$ cat config.mk
export PLATFORM = sky130hd
export DESIGN_NAME = dof_formatter
export DESIGN_NICKNAME = d
export VERILOG_FILES = /design/src/dof_pkg.sv /design/src/dof_fifo.sv /design/src/dof_formatter.sv
export SDC_FILE = /design/constraint.sdc
export NUM_CORES = 1
export LEC_CHECK = 0
export BUFFER_PORTS_ARGS = -buffer_cell sky130_fd_sc_hd__buf_4
export CAP_MARGIN = 20
export CORE_ASPECT_RATIO = 1.2
export CORE_MARGIN = 1.5
export CORE_UTILIZATION = 35
export CTS_CLUSTER_DIAMETER = 150
export DETAILED_ROUTE_END_ITERATION = 12
export PLACE_DENSITY = 0.59
export SYNTH_ARGS = -nofsm -noshare
export SYNTH_HDL_FRONTEND = slang
export SYNTH_HIERARCHICAL = 1
export SYNTH_SLANG_ARGS = --single-unit
$ cat constraint.sdc
create_clock -name mclk -period 5.5 [get_ports mclk]
set_input_delay 1.1 -clock mclk [delete_from_list [all_inputs] [get_ports mclk]]
set_output_delay 1.1 -clock mclk [all_outputs]
set_load 0.01 [all_outputs]
$ cat src/dof_pkg.sv
// Package: register map, field positions and defaults of the output formatter
package dof_pkg;
    // ************
    // Register map
    // ************
    localparam logic [7:0] reg_output_format_ctrl = 8'h18;
    localparam logic [7:0] reg_hsync_out_width = 8'h19;
    localparam logic [7:0] reg_output_pin_disable = 8'h1a;
    localparam logic [7:0] reg_power_down_ctrl = 8'h1b;
    localparam logic [7:0] reg_pll_tuning_value = 8'h1c;
    localparam int addr_width = 10;
    // ************
    // Reset values
    // ************
    localparam logic [7:0] rst_output_format_ctrl = 8'h00;
    localparam logic [7:0] rst_hsync_out_width = 8'h10;
    localparam logic [7:0] rst_output_pin_disable = 8'h00;
    localparam logic [7:0] rst_power_down_ctrl = 8'h00;
    localparam logic [7:0] rst_pll_tuning_value = 8'h49;
    localparam logic [7:0] power_down_mask = 8'h0f;
    // ************
    // Field positions
    // ************
    localparam int fmt_wide = 0;
    localparam int fmt_interleave = 1;
    localparam int fmt_swap = 2;
    localparam int fmt_uv_order = 3;
    localparam int fmt_422 = 4;
    localparam int fmt_clk_pol = 5;
    localparam int fmt_vs_pol = 6;
    localparam int fmt_hs_pol = 7;
    localparam int dis_red_p = 0;
    localparam int dis_red_s = 1;
    localparam int dis_green_p = 2;
    localparam int dis_green_s = 3;
    localparam int dis_blue_p = 4;
    localparam int dis_blue_s = 5;
    localparam int dis_clk_a = 6;
    localparam int dis_clk_b = 7;
    localparam int pd_red = 0;
    localparam int pd_green = 1;
    localparam int pd_blue = 2;
    localparam int pd_pll = 3;
    localparam int fifo_depth = 8;
    localparam int pixel_width = 24;
endpackage

$ cat src/dof_fifo.sv
// Synchronous FIFO with valid/ready on both sides
`timescale 1ns/1ps
module dof_fifo #(
    parameter int width = 24,
    parameter int depth = 8
) (
    input wire logic mclk,
    input wire logic arst_n,
    input wire logic in_valid,
    output logic in_ready,
    input wire logic [width-1:0] in_data,
    output logic out_valid,
    input wire logic out_ready,
    output logic [width-1:0] out_data
);
    localparam int aw = $clog2(depth);
    typedef struct packed {
        logic [aw-1:0] wr_ptr;
        logic [aw-1:0] rd_ptr;
        logic [aw:0] count;
    } dof_fifo_state_type;
    dof_fifo_state_type state;
    dof_fifo_state_type next_state;
    logic [width-1:0] mem [depth];
    logic push;
    logic pop;
    assign in_ready = state.count != (aw+1)'(depth);
    assign out_valid = state.count != '0;
    assign out_data = mem[state.rd_ptr];
    assign push = in_valid && in_ready;
    assign pop = out_valid && out_ready;
    always_comb begin
        next_state = state;
        if (push) begin
            next_state.wr_ptr = (state.wr_ptr == aw'(depth - 1)) ? '0 : state.wr_ptr + 1'b1;
        end
        if (pop) begin
            next_state.rd_ptr = (state.rd_ptr == aw'(depth - 1)) ? '0 : state.rd_ptr + 1'b1;
        end
        if (push && !pop) begin
            next_state.count = state.count + 1'b1;
        end else if (pop && !push) begin
            next_state.count = state.count - 1'b1;
        end
    end
    always_ff @(posedge mclk or negedge arst_n) begin
        if (!arst_n) begin
            state <= '0;
        end else begin
            state <= next_state;
        end
    end
    // Storage has no reset; contents are qualified by count
    always_ff @(posedge mclk) begin
        if (push) begin
            mem[state.wr_ptr] <= in_data;
        end
    end
endmodule

$ cat src/dof_formatter.sv
// Output formatter: pixel bus, sync outputs, pin enables, power controls, registers
// How it works
// RULE1: Narrow bus drives secondary bytes low
// RULE2: Interleave updates secondary on opposite edge
// RULE3: Swap puts first pixel on secondary
// RULE4: UV order selects even or odd V
// RULE5: 4:2:2 decimates chroma, blue low
// RULE6: Clock polarity picks data change edge
// RULE7: Sync polarity bits invert sync outputs
// RULE8: Line sync width equals programmed count
// RULE9: Software keeps sync width at minimum
// RULE10: Six bits float individual output bytes
// RULE11: Byte disables override all other settings
// RULE12: Clock disable floats pixel clock output
// RULE13: Channel power-down bits stop converters
// RULE14: PLL power-down bit stops PLL
// RULE15: Software keeps PLL tuning recommended value
// RULE16: Registers take defaults at reset
//
// Register access over Avalon-MM was decided locally.
`timescale 1ns/1ps
module dof_formatter #(
    parameter int fifo_words = dof_pkg::fifo_depth
) (
    input wire logic mclk,
    input wire logic arst_n,
    input wire logic [dof_pkg::addr_width-1:0] avs_address,
    input wire logic avs_read,
    input wire logic avs_write,
    input wire logic [31:0] avs_writedata,
    input wire logic [3:0] avs_byteenable,
    output logic [31:0] avs_readdata,
    output logic avs_waitrequest,
    input wire logic pixel_clock_in,
    input wire logic line_sync_in,
    input wire logic frame_sync_in,
    input wire logic pix_valid,
    output logic pix_ready,
    input wire logic [7:0] pix_red,
    input wire logic [7:0] pix_green,
    input wire logic [7:0] pix_blue,
    output logic [7:0] red_primary_byte,
    output logic [7:0] red_secondary_byte,
    output logic [7:0] green_primary_byte,
    output logic [7:0] green_secondary_byte,
    output logic [7:0] blue_primary_byte,
    output logic [7:0] blue_secondary_byte,
    output logic [5:0] byte_oe,
    output logic pixel_out_clock,
    output logic pixel_out_clock_oe,
    output logic line_sync_out,
    output logic frame_sync_out,
    output logic red_adc_power_down,
    output logic green_adc_power_down,
    output logic blue_adc_power_down,
    output logic pll_power_down,
    output logic [7:0] pll_tuning
);
    import dof_pkg::*;

    // ************
    // State
    // ************
    typedef struct packed {
        logic [2:0] clk_sync;
        logic [1:0] hs_sync;
        logic [1:0] vs_sync;
        logic hs_prev;
        logic ack;
        logic [31:0] rdata;
        logic [7:0] fmt;
        logic [7:0] hs_width;
        logic [7:0] pin_dis;
        logic [7:0] pwr;
        logic [7:0] tune;
        logic [7:0] hs_count;
        logic hs_active;
        logic vs_active;
        logic lane_sec;
        logic pair_odd;
        logic [7:0] held_v;
        logic [47:0] bus_p;
        logic [23:0] pend_s;
        logic [23:0] bus_s;
        logic clk_out;
    } dof_state_type;
    dof_state_type state;
    dof_state_type next_state;

    logic [23:0] fifo_data;
    logic fifo_valid;
    logic fifo_pop;
    logic launch_edge;
    logic other_edge;
    logic hs_rise;
    logic lane_now;
    logic odd_now;
    logic wide;
    logic [23:0] pixel;
    logic [7:0] reg_value;
    logic [31:0] wmask;

    // Source pixels are buffered so a stalled output does not lose samples
    dof_fifo #(
        .width(pixel_width),
        .depth(fifo_words)
    ) u_fifo (
        .mclk(mclk),
        .arst_n(arst_n),
        .in_valid(pix_valid),
        .in_ready(pix_ready),
        .in_data({pix_red, pix_green, pix_blue}),
        .out_valid(fifo_valid),
        .out_ready(fifo_pop),
        .out_data(fifo_data)
    );

    function automatic logic [7:0] reg_read(input logic [7:0] idx, input dof_state_type s);
        logic [7:0] v;
        v = 8'h00;
        unique case (idx)
            reg_output_format_ctrl: v = s.fmt;
            reg_hsync_out_width: v = s.hs_width;
            reg_output_pin_disable: v = s.pin_dis;
            reg_power_down_ctrl: v = s.pwr;
            reg_pll_tuning_value: v = s.tune;
            default: v = 8'h00;
        endcase
        return v;
    endfunction

    // ************
    // Edge detection on the sampled pixel clock
    // ************
    // RULE6: choose launch edge
    assign launch_edge = state.fmt[fmt_clk_pol] ? (state.clk_sync[2:1] == 2'b01)
                                                : (state.clk_sync[2:1] == 2'b10);
    assign other_edge = state.fmt[fmt_clk_pol] ? (state.clk_sync[2:1] == 2'b10)
                                               : (state.clk_sync[2:1] == 2'b01);
    assign hs_rise = state.hs_sync[1] && !state.hs_prev;
    assign wide = state.fmt[fmt_wide];
    assign fifo_pop = launch_edge && fifo_valid;
    assign wmask = {{8{avs_byteenable[3]}}, {8{avs_byteenable[2]}}, {8{avs_byteenable[1]}}, {8{avs_byteenable[0]}}};
    assign reg_value = reg_read(avs_address[9:2], state);

    always_comb begin
        next_state = state;
        pixel = fifo_data;
        // Line start wins over the running lane and pair phase
        lane_now = hs_rise ? state.fmt[fmt_swap] : state.lane_sec;
        odd_now = hs_rise ? 1'b0 : state.pair_odd;
        next_state.clk_sync = {state.clk_sync[1:0], pixel_clock_in};
        next_state.hs_sync = {state.hs_sync[0], line_sync_in};
        next_state.vs_sync = {state.vs_sync[0], frame_sync_in};

        // ************
        // Avalon slave: one wait state, answers unmapped with zero
        // ************
        next_state.ack = (avs_read || avs_write) && !state.ack;
        if ((avs_read || avs_write) && !state.ack) begin
            next_state.rdata = {24'h0, reg_value};
        end
        if (avs_write && state.ack && wmask[0]) begin
            unique case (avs_address[9:2])
                reg_output_format_ctrl: next_state.fmt = avs_writedata[7:0];
                reg_hsync_out_width: next_state.hs_width = avs_writedata[7:0];
                reg_output_pin_disable: next_state.pin_dis = avs_writedata[7:0];
                // RULE13: converter power bits
                // RULE14: PLL power bit
                reg_power_down_ctrl: next_state.pwr = avs_writedata[7:0] & power_down_mask;
                reg_pll_tuning_value: next_state.tune = avs_writedata[7:0];
                default: next_state.tune = state.tune;
            endcase
        end

        if (launch_edge) begin
            next_state.hs_prev = state.hs_sync[1];
            next_state.vs_active = state.vs_sync[1];
            next_state.clk_out = state.fmt[fmt_clk_pol];
            // RULE8: width counter in pixels
            if (hs_rise) begin
                next_state.hs_active = state.hs_width != 8'h00;
                next_state.hs_count = state.hs_width;
            end else if (state.hs_count > 8'h01) begin
                next_state.hs_count = state.hs_count - 8'h01;
            end else begin
                next_state.hs_count = 8'h00;
                next_state.hs_active = 1'b0;
            end
            // RULE3: lane restarts at line start
            next_state.lane_sec = lane_now;
            next_state.pair_odd = odd_now;
            if (fifo_valid) begin
                // RULE5: chroma decimation, blue low
                if (state.fmt[fmt_422]) begin
                    next_state.pair_odd = !odd_now;
                    if (!odd_now) begin
                        // Even sample shows U, keeps its V for the pair
                        next_state.held_v = fifo_data[23:16];
                        pixel = {fifo_data[7:0], fifo_data[15:8], 8'h00};
                    end else begin
                        // RULE4: even or odd V
                        pixel = {state.fmt[fmt_uv_order] ? fifo_data[23:16] : state.held_v, fifo_data[15:8], 8'h00};
                    end
                end
                if (wide) begin
                    next_state.lane_sec = !lane_now;
                    if (lane_now) begin
                        next_state.pend_s = pixel;
                    end else begin
                        next_state.bus_p[47:24] = pixel;
                    end
                end else begin
                    // RULE1: secondary low on narrow bus
                    next_state.bus_p = {pixel, 24'h0};
                    next_state.pend_s = 24'h0;
                end
            end
            // RULE2: same-edge secondary update
            if (!wide || !state.fmt[fmt_interleave]) begin
                next_state.bus_s = wide ? next_state.pend_s : 24'h0;
            end
        end
        if (other_edge) begin
            next_state.clk_out = !state.fmt[fmt_clk_pol];
            // RULE2: opposite-edge secondary update
            if (wide && state.fmt[fmt_interleave]) begin
                next_state.bus_s = state.pend_s;
            end
        end
    end

    always_ff @(posedge mclk or negedge arst_n) begin
        if (!arst_n) begin
            state <= '0;
            // RULE16: register defaults
            state.fmt <= rst_output_format_ctrl;
            state.hs_width <= rst_hsync_out_width;
            state.pin_dis <= rst_output_pin_disable;
            state.pwr <= rst_power_down_ctrl;
            state.tune <= rst_pll_tuning_value;
        end else begin
            state <= next_state;
        end
    end

    // ************
    // Outputs
    // ************
    assign avs_waitrequest = (avs_read || avs_write) && !state.ack;
    assign avs_readdata = state.rdata;
    assign red_primary_byte = state.bus_p[47:40];
    assign green_primary_byte = state.bus_p[39:32];
    assign blue_primary_byte = state.bus_p[31:24];
    assign red_secondary_byte = state.bus_s[23:16];
    assign green_secondary_byte = state.bus_s[15:8];
    assign blue_secondary_byte = state.bus_s[7:0];
    // RULE10: per-byte floats
    // RULE11: disables override everything
    assign byte_oe = ~{state.pin_dis[dis_blue_s], state.pin_dis[dis_blue_p], state.pin_dis[dis_green_s],
                       state.pin_dis[dis_green_p], state.pin_dis[dis_red_s], state.pin_dis[dis_red_p]};
    assign pixel_out_clock = state.clk_out;
    // RULE12: clock float
    assign pixel_out_clock_oe = !(state.pin_dis[dis_clk_a] || state.pin_dis[dis_clk_b]);
    // RULE7: sync polarity
    assign line_sync_out = state.hs_active ^ state.fmt[fmt_hs_pol];
    assign frame_sync_out = state.vs_active ^ state.fmt[fmt_vs_pol];
    assign red_adc_power_down = state.pwr[pd_red];
    assign green_adc_power_down = state.pwr[pd_green];
    assign blue_adc_power_down = state.pwr[pd_blue];
    assign pll_power_down = state.pwr[pd_pll];
    assign pll_tuning = state.tune;
endmodule

* Yosys cells after proc, flatten, opt, wreduce, memory -nomap -nowiden
Memory sizes are Yosys's and may differ from the RTL's. Cells that the tools add are included.
Storage, ports and cells: flip-flop bits (word level) 156, bits in latches 0, bits in writable memories 192, ROM bits 0, output and inout port bits 104, word-level logic and storage cells 112, memories kept 1
Memories:
- u_fifo.mem | words 8, bits a word 24, rd ports 1, clocked after memory_dff 0, wr ports 1, line dof_fifo.sv:24 | logic [width-1:0] mem [depth];
Operators by class: add/sub/neg operators 5, multiply operators 0, div/mod/pow operators 0, magnitude comparators 1, eq/ne operators 12, shifts and indexed selects 0, mux-type cells 30, bitwise operators 4, reduce and logical (&&, ||, !) cells 35
Operators by type and width (count):
- $mux 24 | 9
- $mux 82 | 1
- $mux 25 | 2
- $eq 8x5->1 const B | 5
- $pmux 8 s5 | 1
- $mux 8 | 3
- $mux 9 | 2
- $reduce_and 2->1 | 6
- $logic_and 1x1->1 | 10
- $logic_not 1->1 | 10
- $gt 8x1->1 const B | 1
- $mux 1 | 8
- $mux 4 | 2
- $reduce_bool 8->1 | 1
- $sub 8x1->8 const B | 1
- $add 3x1->3 const B | 2
- $eq 3x3->1 const B | 2
- $mux 3 | 2
- $not 6->6 | 1
- $add 4x1->4 const B | 1
- $ne 2x2->1 const B | 2
- $ne 4x4->1 const B | 1
- $reduce_and 4->1 | 1
- $reduce_bool 2->1 | 2
- other kinds (8) | 11

* Longest topological paths before layout
Gate-level depths: netlist (run 1).
word-level depth 13, depth in mapped cells 12

* Cells and area by module
Netlist (run 1), hierarchy kept.
Modules (own cells, without submodules):
- dof_fifo | instances 1, cells each 344, area an instance 8087.8 µm², seq. area each 6015.8 µm²
- dof_formatter | instances 1, cells each 819, area an instance 7890.1 µm², seq. area each 3658.5 µm²

* Worst setup path before layout (run 1)
OpenSTA, ideal clock, no wires.
path kind input port to flip-flop, start input port pix_valid, end memory u_fifo.mem[0][0] (enable), data arrival time 3.485 ns, path slack 1.550 ns, stages 2, cell sequence nand2_4 nor4_1
On the way: word-level cells in the longest chain between the ends 3
RTL lines:
- start, declared | line dof_formatter.sv:37 | input wire logic pix_valid,
- $logic_and 1x1->1 | line dof_fifo.sv:30 | assign push = in_valid && in_ready;
- $mux 1 | line dof_fifo.sv:55 | if (push) begin
- $mux 1 (implied by the code) | line dof_fifo.sv:56 | mem[state.wr_ptr] <= in_data;
- end, declared | line dof_fifo.sv:24
Every way passes these cells.

* Worst setup path in the final report (run 1)
start register u_fifo/state[0] (netlist bit), end register u_fifo/state[3] (netlist bit)
On the way: word-level cells in the longest chain between the ends 6, elaborated cells between the ends (all ways) 14
RTL lines:
- start, declared | line dof_fifo.sv:22 | dof_fifo_state_type state;
- start signal, assigned | line dof_fifo.sv:50 | state <= next_state;
- $reduce_bool 4->1 (*) | line dof_fifo.sv:28 | assign out_valid = state.count != '0;
- via fifo_valid | line dof_formatter.sv:91 | logic fifo_valid;
- $logic_and 1x1->1 (*) | line dof_formatter.sv:142 | assign fifo_pop = launch_edge && fifo_valid;
- via fifo_pop | line dof_formatter.sv:92 | logic fifo_pop;
- $logic_and 1x1->1 (*) | line dof_fifo.sv:31 | assign pop = out_valid && out_ready;
- $logic_not 1->1 | line dof_fifo.sv:40 | if (push && !pop) begin
- $logic_and 1x1->1 | line dof_fifo.sv:40
- $mux 4 / $reduce_bool 2->1 (equally long branches)
The timed path passes the listed nets; every way through them passes the cells marked *. The select of a mux whose other input is x is not followed. A chain may end at the register's enable or synchronous reset.

==> run metrics, run 1 <==
fmax=259 MHz; # clock sinks=~350; CTS Hold Bufs=0; Cell variety after synth=68; H-tree depth=2; total detailed-routing wirelength=36500 um; largest net degree at the start of global routing=94; GRT Total Usage=15.7%; crit path DAT=around 4.3 ns; Yosys top cell area share=36.1%; fin crit period=3.86 ns; worst hold path type=register to register; Hold Vio Cnt, Final=0; Place WS=1.62 ns; YS warnings=6; CP cell instances=or4_1, inv_1, a21o_1, buf_4, inv_1, o41ai_4, ha_1, inv_1, ha_1, or4_1, o211ai_1, o211ai_1; core area=45000 um2; largest area contributor in the netlist=edfxtp_1; CTS max path bufs=3; share of cells above drive strength 1=24.0%; root buffer cell=clkbuf_16; num rows=85; DRC viols=0; synthesized instance count=1163; Final Setup Violations=0; RSZ-0062 raised after global routing=no; Synth area leaders=edfxtp_1 (36%), dfrtp_1 (24%), mux4_1 (7.7%), mux2_2 (5.7%), buf_4 (4.1%); initial core utilization=a little over a third; final period utilization=70.2%; HPWL Detailed=~24000 um; Total Nets Final=~1300; Startpoint Class=register; Crit path top cell by count=inv_1; Port Buffers=128; Gate power share=about 25%; Worst-Skew Late Latency=0.58 ns; peak supply drop=0.265 mV; count of final max-slew check failures=0; Crit-path slowest cell=or4_1; gpl congestion=0.763; Clk pwr share=32.2%; initial antenna violation count=0; Post-synth ARST share=44.8%; PostCTS Resize Cnt=0; switch share=30.8%; max-cap viol count=0; worst path bufs/invs=4; Yosys reg bits=348; CP endpoint kind=register; mean routed wirelength per cell=19.6 um; synthesis-to-layout area growth=14.7%; crit-path max FO=20; Lkg Pwr=between 7 and 8 nW; DR vias=9485; CTS tree=yes; synthesized area per cell=13.7 um2; Die ar.=46900 um2; Layout Cell Area excl Fill=between 15000 and 20000 um2; IO Count=roughly 180; Post-DRT Antenna Nets=0; Critical Path RT=about 5.9 ns; Post-Route Skew=0.0191 ns; dpl cells=1793; Initial DRT Pass Iterations=4; Main synth FF type=edfxtp_1; Worst Tran Pin Value=roughly 0.98 ns; CTS buffer count=39; total grt overflow=0; status=finished, final reports clean; PnR Total Power=8.10 mW; number of global-route vias before repair=roughly 9400; cell area after synthesis=16000 um2; first-pass GRT wire length=55900 um; Die Y=237 um; Slowest Stage Delay on Critical Path=~0.90 ns; post-place instance area=around 17000 um2; Final Non-Filler Cells=about 1900; vias per inst=between 5 and 6; power density over the cells=442 nW/um2; initial DRC count=~640; Worst-path clk slew=approximately 0.06 ns; CP Class=register to register; cell family with most CP delay=simple AND/OR/NAND/NOR gates; setup TNS=0 ns; Psw=2.49 mW; PnR worst setup slack=1.64 ns; fin util=40.7%; register area share after synthesis=60.5%; Internal Power=5.61 mW; Die W=198 um; Sequential Power Share=a little over two fifths; post-CTS setup buffer count=0; total inserted antenna cells=0; worst hold slack=0.351 ns; EDFF count, synth=192; max_slew headroom=34.3%
-- logic make-up after synthesis --
logic type	count (synthesis)	synth area share, %
flip-flops	348	60.5
AO/OA/AOI/OAI	258	10.5
AND/OR/NAND/NOR	236	7.03
buffers and inverters	162	6.33
multiplexers	142	14.4
adder cells (fa/ha/maj)	12	0.987
XOR/XNOR	4	0.219
other	1	0.0235
-- layer usage --
| layer | share of wire, % | routed length [um] | track usage [%] |
|---|---|---|---|
| met1 | 42 | 15400 | 19.1 |
| met2 | 50 | 18300 | 27.3 |
| met3 | 5.8 | 2110 | 4.20 |
| met4 | 1.9 | 690 | 4.05 |
| met5 | 0 | 0 | 0 |
-- sequential cells by signal, indices dropped and copies added, names as in the netlist --
| name | cells |
|---|---|
| pixel_out_clock | 1 |
| avs_readdata | 8 |
| green_adc_power_down | 1 |
| blue_primary_byte | 8 |
| green_primary_byte | 8 |
| u_fifo/state | 10 |
| next_state | 4 |
| blue_secondary_byte | 8 |
| u_fifo/mem | 192 |
| pll_tuning | 8 |
| green_secondary_byte | 8 |
| state | 73 |
| blue_adc_power_down | 1 |
| red_secondary_byte | 8 |
| pll_power_down | 1 |
| red_primary_byte | 8 |
| red_adc_power_down | 1 |
-- synth_stat cells, types with 14 or more instances --
| cell | number |
|---|---|
| nand2_1 | 84 |
| mux2_2 | 81 |
| buf_4 | 88 |
| o21ai_0 | 83 |
| inv_1 | 16 |
| edfxtp_1 | 192 |
| dfrtp_1 | 152 |
| nor2_1 | 62 |
| a21oi_1 | 56 |
| nor3_1 | 21 |
| mux4_1 | 47 |
| clkbuf_1 | 35 |
| a21o_1 | 14 |
-- area by class of cell --
cell class              count  area [um2]
flip-flops and latches    348        9680
well taps                 609         762
inverters                  17        63.8
repair buffers            144        1100
clock buffers              52        1030
multi-input cells         676        5430
clock inverters            19         259
fillers                  4184       26700
-- layout by cell type (no fill, tap or decap), types with 6 or more instances in the layout --
master and n:
a2111oi_0 7, o21bai_1 9, o22a_1 7, a21o_1 14, ha_1 11, clkbuf_16 39, nor2_1 59, edfxtp_1 192
a31oi_1 7, clkinv_1 6, o21ai_0 83, nor2b_1 11, mux4_1 47, a21boi_0 8, clkbuf_1 12, a21oi_1 56
a22o_1 9, dfrtp_1 151, mux2_2 81, and2_1 10, inv_1 16, nor3_1 17, a221oi_1 7, buf_4 142
o32ai_1 7, nand2b_1 6, o22ai_1 11, nand2_1 84, mux2i_1 13, conb_1 24, nand3_1 13, a22oi_1 10
-- worst paths after layout --
path	start	to	slack, ns	cells past startpoint
max	u_fifo/state[0]	u_fifo/state[3]	1.64	12
max in group asynchronous	arst_n	green_primary_byte[4]	4.04	2
min in group asynchronous	arst_n	state[136]	0.52	1
max reg2reg	u_fifo/state[0]	u_fifo/state[3]	1.64	12
min reg2reg	next_state[194]	state[194]	0.35	0
min	next_state[194]	state[194]	0.35	0
-- power by group through the flow --
| stage | combinational (mW) | clock (mW) | sequential, mW |
|---|---|---|---|
| finish | 2.02 | 2.61 | 3.47 |
| global route | 2.21 | 2.80 | 3.52 |
| CTS | 2.04 | 2.68 | 3.48 |
| detailed placement | 2.03 | 0 | 3.53 |
| global placement | 2.00 | 0 | 3.51 |
| floorplan | 1.58 | 0 | 3.35 |
No activity file was read; power rests on OpenSTA's default activity.
==> run 2, diff against run 1 <==
Settings changed: PLACE_DENSITY 0.59 to 0.61.
Clock period 5.5 ns to 3.2 ns, I/O delays scaled along.
==> run 2 against run 1 <==
  * First-iteration DRC count shrank 42%
  * Wire length decreased by 0.62%
  * Cell area increased by 1.2%
  * Final cell count increased by 1.7%
  * Worst hold slack got worse by 0.22 ns
==> run metrics, run 2 (synthesized netlist as in run 1, its figures left out) <==
Final Setup Violations=0 (unchanged); initial antenna violation count=0 (unchanged); DR vias=9716 (was 9485); largest net degree at the start of global routing=67 (was 94); mean routed wirelength per cell=19.1 um (was 19.6 um); most frequent cells in the layout=edfxtp_1 (192), buf_4 (170), dfrtp_1 (151), nand2_1 (84), o21ai_0 (83) (was edfxtp_1 (192), dfrtp_1 (151), buf_4 (142), nand2_1 (84), o21ai_0 (83)); PostCTS Resize Cnt=0 (unchanged); crit path launch=u_fifo/state[1] (was u_fifo/state[0]); Total Nets Final=1347 (was 1316); Post-DRT Antenna Nets=0 (unchanged); R2R Path Start=u_fifo/state[1] (was u_fifo/state[0]); Post-Route Skew=0.0178 ns (was 0.0191 ns); fmax=333 MHz (was 259 MHz); Die Y=237 um (unchanged); commonest non-fill, non-tap cell in the layout=edfxtp_1 (unchanged); PnR Total Power=13.9 mW (was 8.10 mW); Worst-path clk slew=0.05 ns (was 0.06 ns); post-CTS setup buffer count=0 (unchanged); num rows=85 (unchanged); count of final max-slew check failures=0 (unchanged); final period utilization=93.9% (was 70.2%); Slowest Stage Delay on Critical Path=0.57 ns (was 0.90 ns); Biggest register=u_fifo/mem (unchanged); Largest regs=u_fifo/mem: 192 flops, state: 73 flops, u_fifo/state: 10 flops (unchanged); first-pass GRT wire length=56000 um (was 55900 um); power density over the cells=751 nW/um2 (was 442 nW/um2); H-tree depth=2 (unchanged); worst hold slack=0.132 ns (was 0.351 ns); final-layout fill cell count=4125 (was 4184); # clock sinks=348 (unchanged); initial core utilization=35.5% (unchanged); Die W=198 um (unchanged); sequential cell area=9680 um2 (unchanged); Place WS=0.213 ns (was 1.62 ns); dpl cells=1825 (was 1793); Crit-path slowest cell=or4_1 (unchanged); Layout Cell Area excl Fill=18500 um2 (was 18300 um2); synthesis-to-layout area growth=16.0% (was 14.7%); vias per inst=5.12 (was 5.09); Startpoint Class=register (unchanged); total detailed-routing wirelength=36300 um (was 36500 um); Critical Path RT=3.60 ns (was 5.94 ns); gpl congestion=0.791 (was 0.763); IO Count=182 (unchanged); CTS Hold Bufs=0 (unchanged); share of cells above drive strength 1=26.1% (was 24.0%); CP endpoint kind=register (unchanged); PnR worst setup slack=0.196 ns (was 1.64 ns); Multi-input gate area=5440 um2 (was 5430 um2); GRT Total Usage=15.4% (was 15.7%); root buffer cell=clkbuf_16 (unchanged); core area=45000 um2 (unchanged); status=finished, final reports clean (unchanged); CP Class=register to register (unchanged); Hold Vio Cnt, Final=0 (unchanged); max_slew headroom=39.1% (was 34.3%); Lkg Pwr=7.56 nW (was 7.41 nW); Worst Tran Pin Value=0.911 ns (was 0.983 ns); fin crit period=3.00 ns (was 3.86 ns); Crit path top cell by count=inv_1 (unchanged); fin util=41.2% (was 40.7%); initial DRC count=372 (was 638); max reg flops=192 (unchanged); number of global-route vias before repair=9744 (was 9380); CTS buffer count=39 (unchanged); worst hold path type=input port to async pin (was register to register); max-cap viol count=0 (unchanged); total grt overflow=0 (unchanged); setup TNS=0 ns (unchanged); total inserted antenna cells=0 (unchanged); CTS max path bufs=3 (unchanged); crit path DAT=3.40 ns (was 4.30 ns); RSZ-0062 raised after global routing=no (unchanged); Final Non-Filler Cells=1896 (was 1865); crit-path max FO=6 (was 20); post-place instance area=17300 um2 (was 17000 um2); HPWL Detailed=24300 um (was 23800 um); CP cell instances=or4_1, inv_1, a21o_1, inv_1, o41ai_4, ha_2, inv_1, ha_1, or4_1, o211ai_1, o211ai_1 (was or4_1, inv_1, a21o_1, buf_4, inv_1, o41ai_4, ha_1, inv_1, ha_1, or4_1, o211ai_1, o211ai_1); DRC viols=0 (unchanged); Port Buffers=128 (unchanged); peak supply drop=0.430 mV (was 0.265 mV); Die ar.=46900 um2 (unchanged); Initial DRT Pass Iterations=5 (was 4); CTS tree=yes (unchanged); Worst-Skew Late Latency=0.54 ns (was 0.58 ns)
## run 2: path summary, 6_finish.rpt
| path | end | slack (ns) | depth (start not counted) |
|---|---|---|---|
| setup / recovery | u_fifo/state[3] | 0.20 | 11 |
| hold / removal | state[138] | 0.13 | 1 |
| setup reg to reg | u_fifo/state[3] | 0.20 | 11 |
| hold reg to reg | state[192] | 0.35 | 0 |
| max in group asynchronous | pll_tuning[6] | 2.29 | 2 |
| min in group mclk | next_state[196] | 0.22 | 1 |
## run 2: layer usage
metal,wire (um),up-vias,track usage [%]
met2,18100,246,26.5
met1,15400,4903,19.5
met3,1830,56,2.95
met4,886,0,4.65
li1,-,4511,-
met5,0,-,0
## run 2: power breakdown
part	internal, mW	switching [mW]	leakage (nW)	total (mW)
registers	5.43	0.367	3.81	5.80
clock network	2.48	1.75	0.599	4.23
logic	1.76	2.12	3.15	3.88
total	9.67	4.24	7.56	13.9
## run 2: final cells by class
type | instances | area share [%]
clock buffers | 55 | 5.91
clock inverters | 16 | 0.709
inverters | 17 | 0.344
multi-input cells | 676 | 29.3
flip-flops and latches | 348 | 52.2
well taps | 609 | 4.11
repair buffers | 175 | 7.38
## run 2: critical path: cells and delay by family (launching register included)
family / cells / cell delay (ns)
AND/OR/NAND/NOR: 2 / 1.10
buffers and inverters: 3 / 0.31
AO/OA/AOI/OAI: 4 / 0.43
flip-flops: 1 / 0.37
adder cells (fa/ha/maj): 2 / 0.67
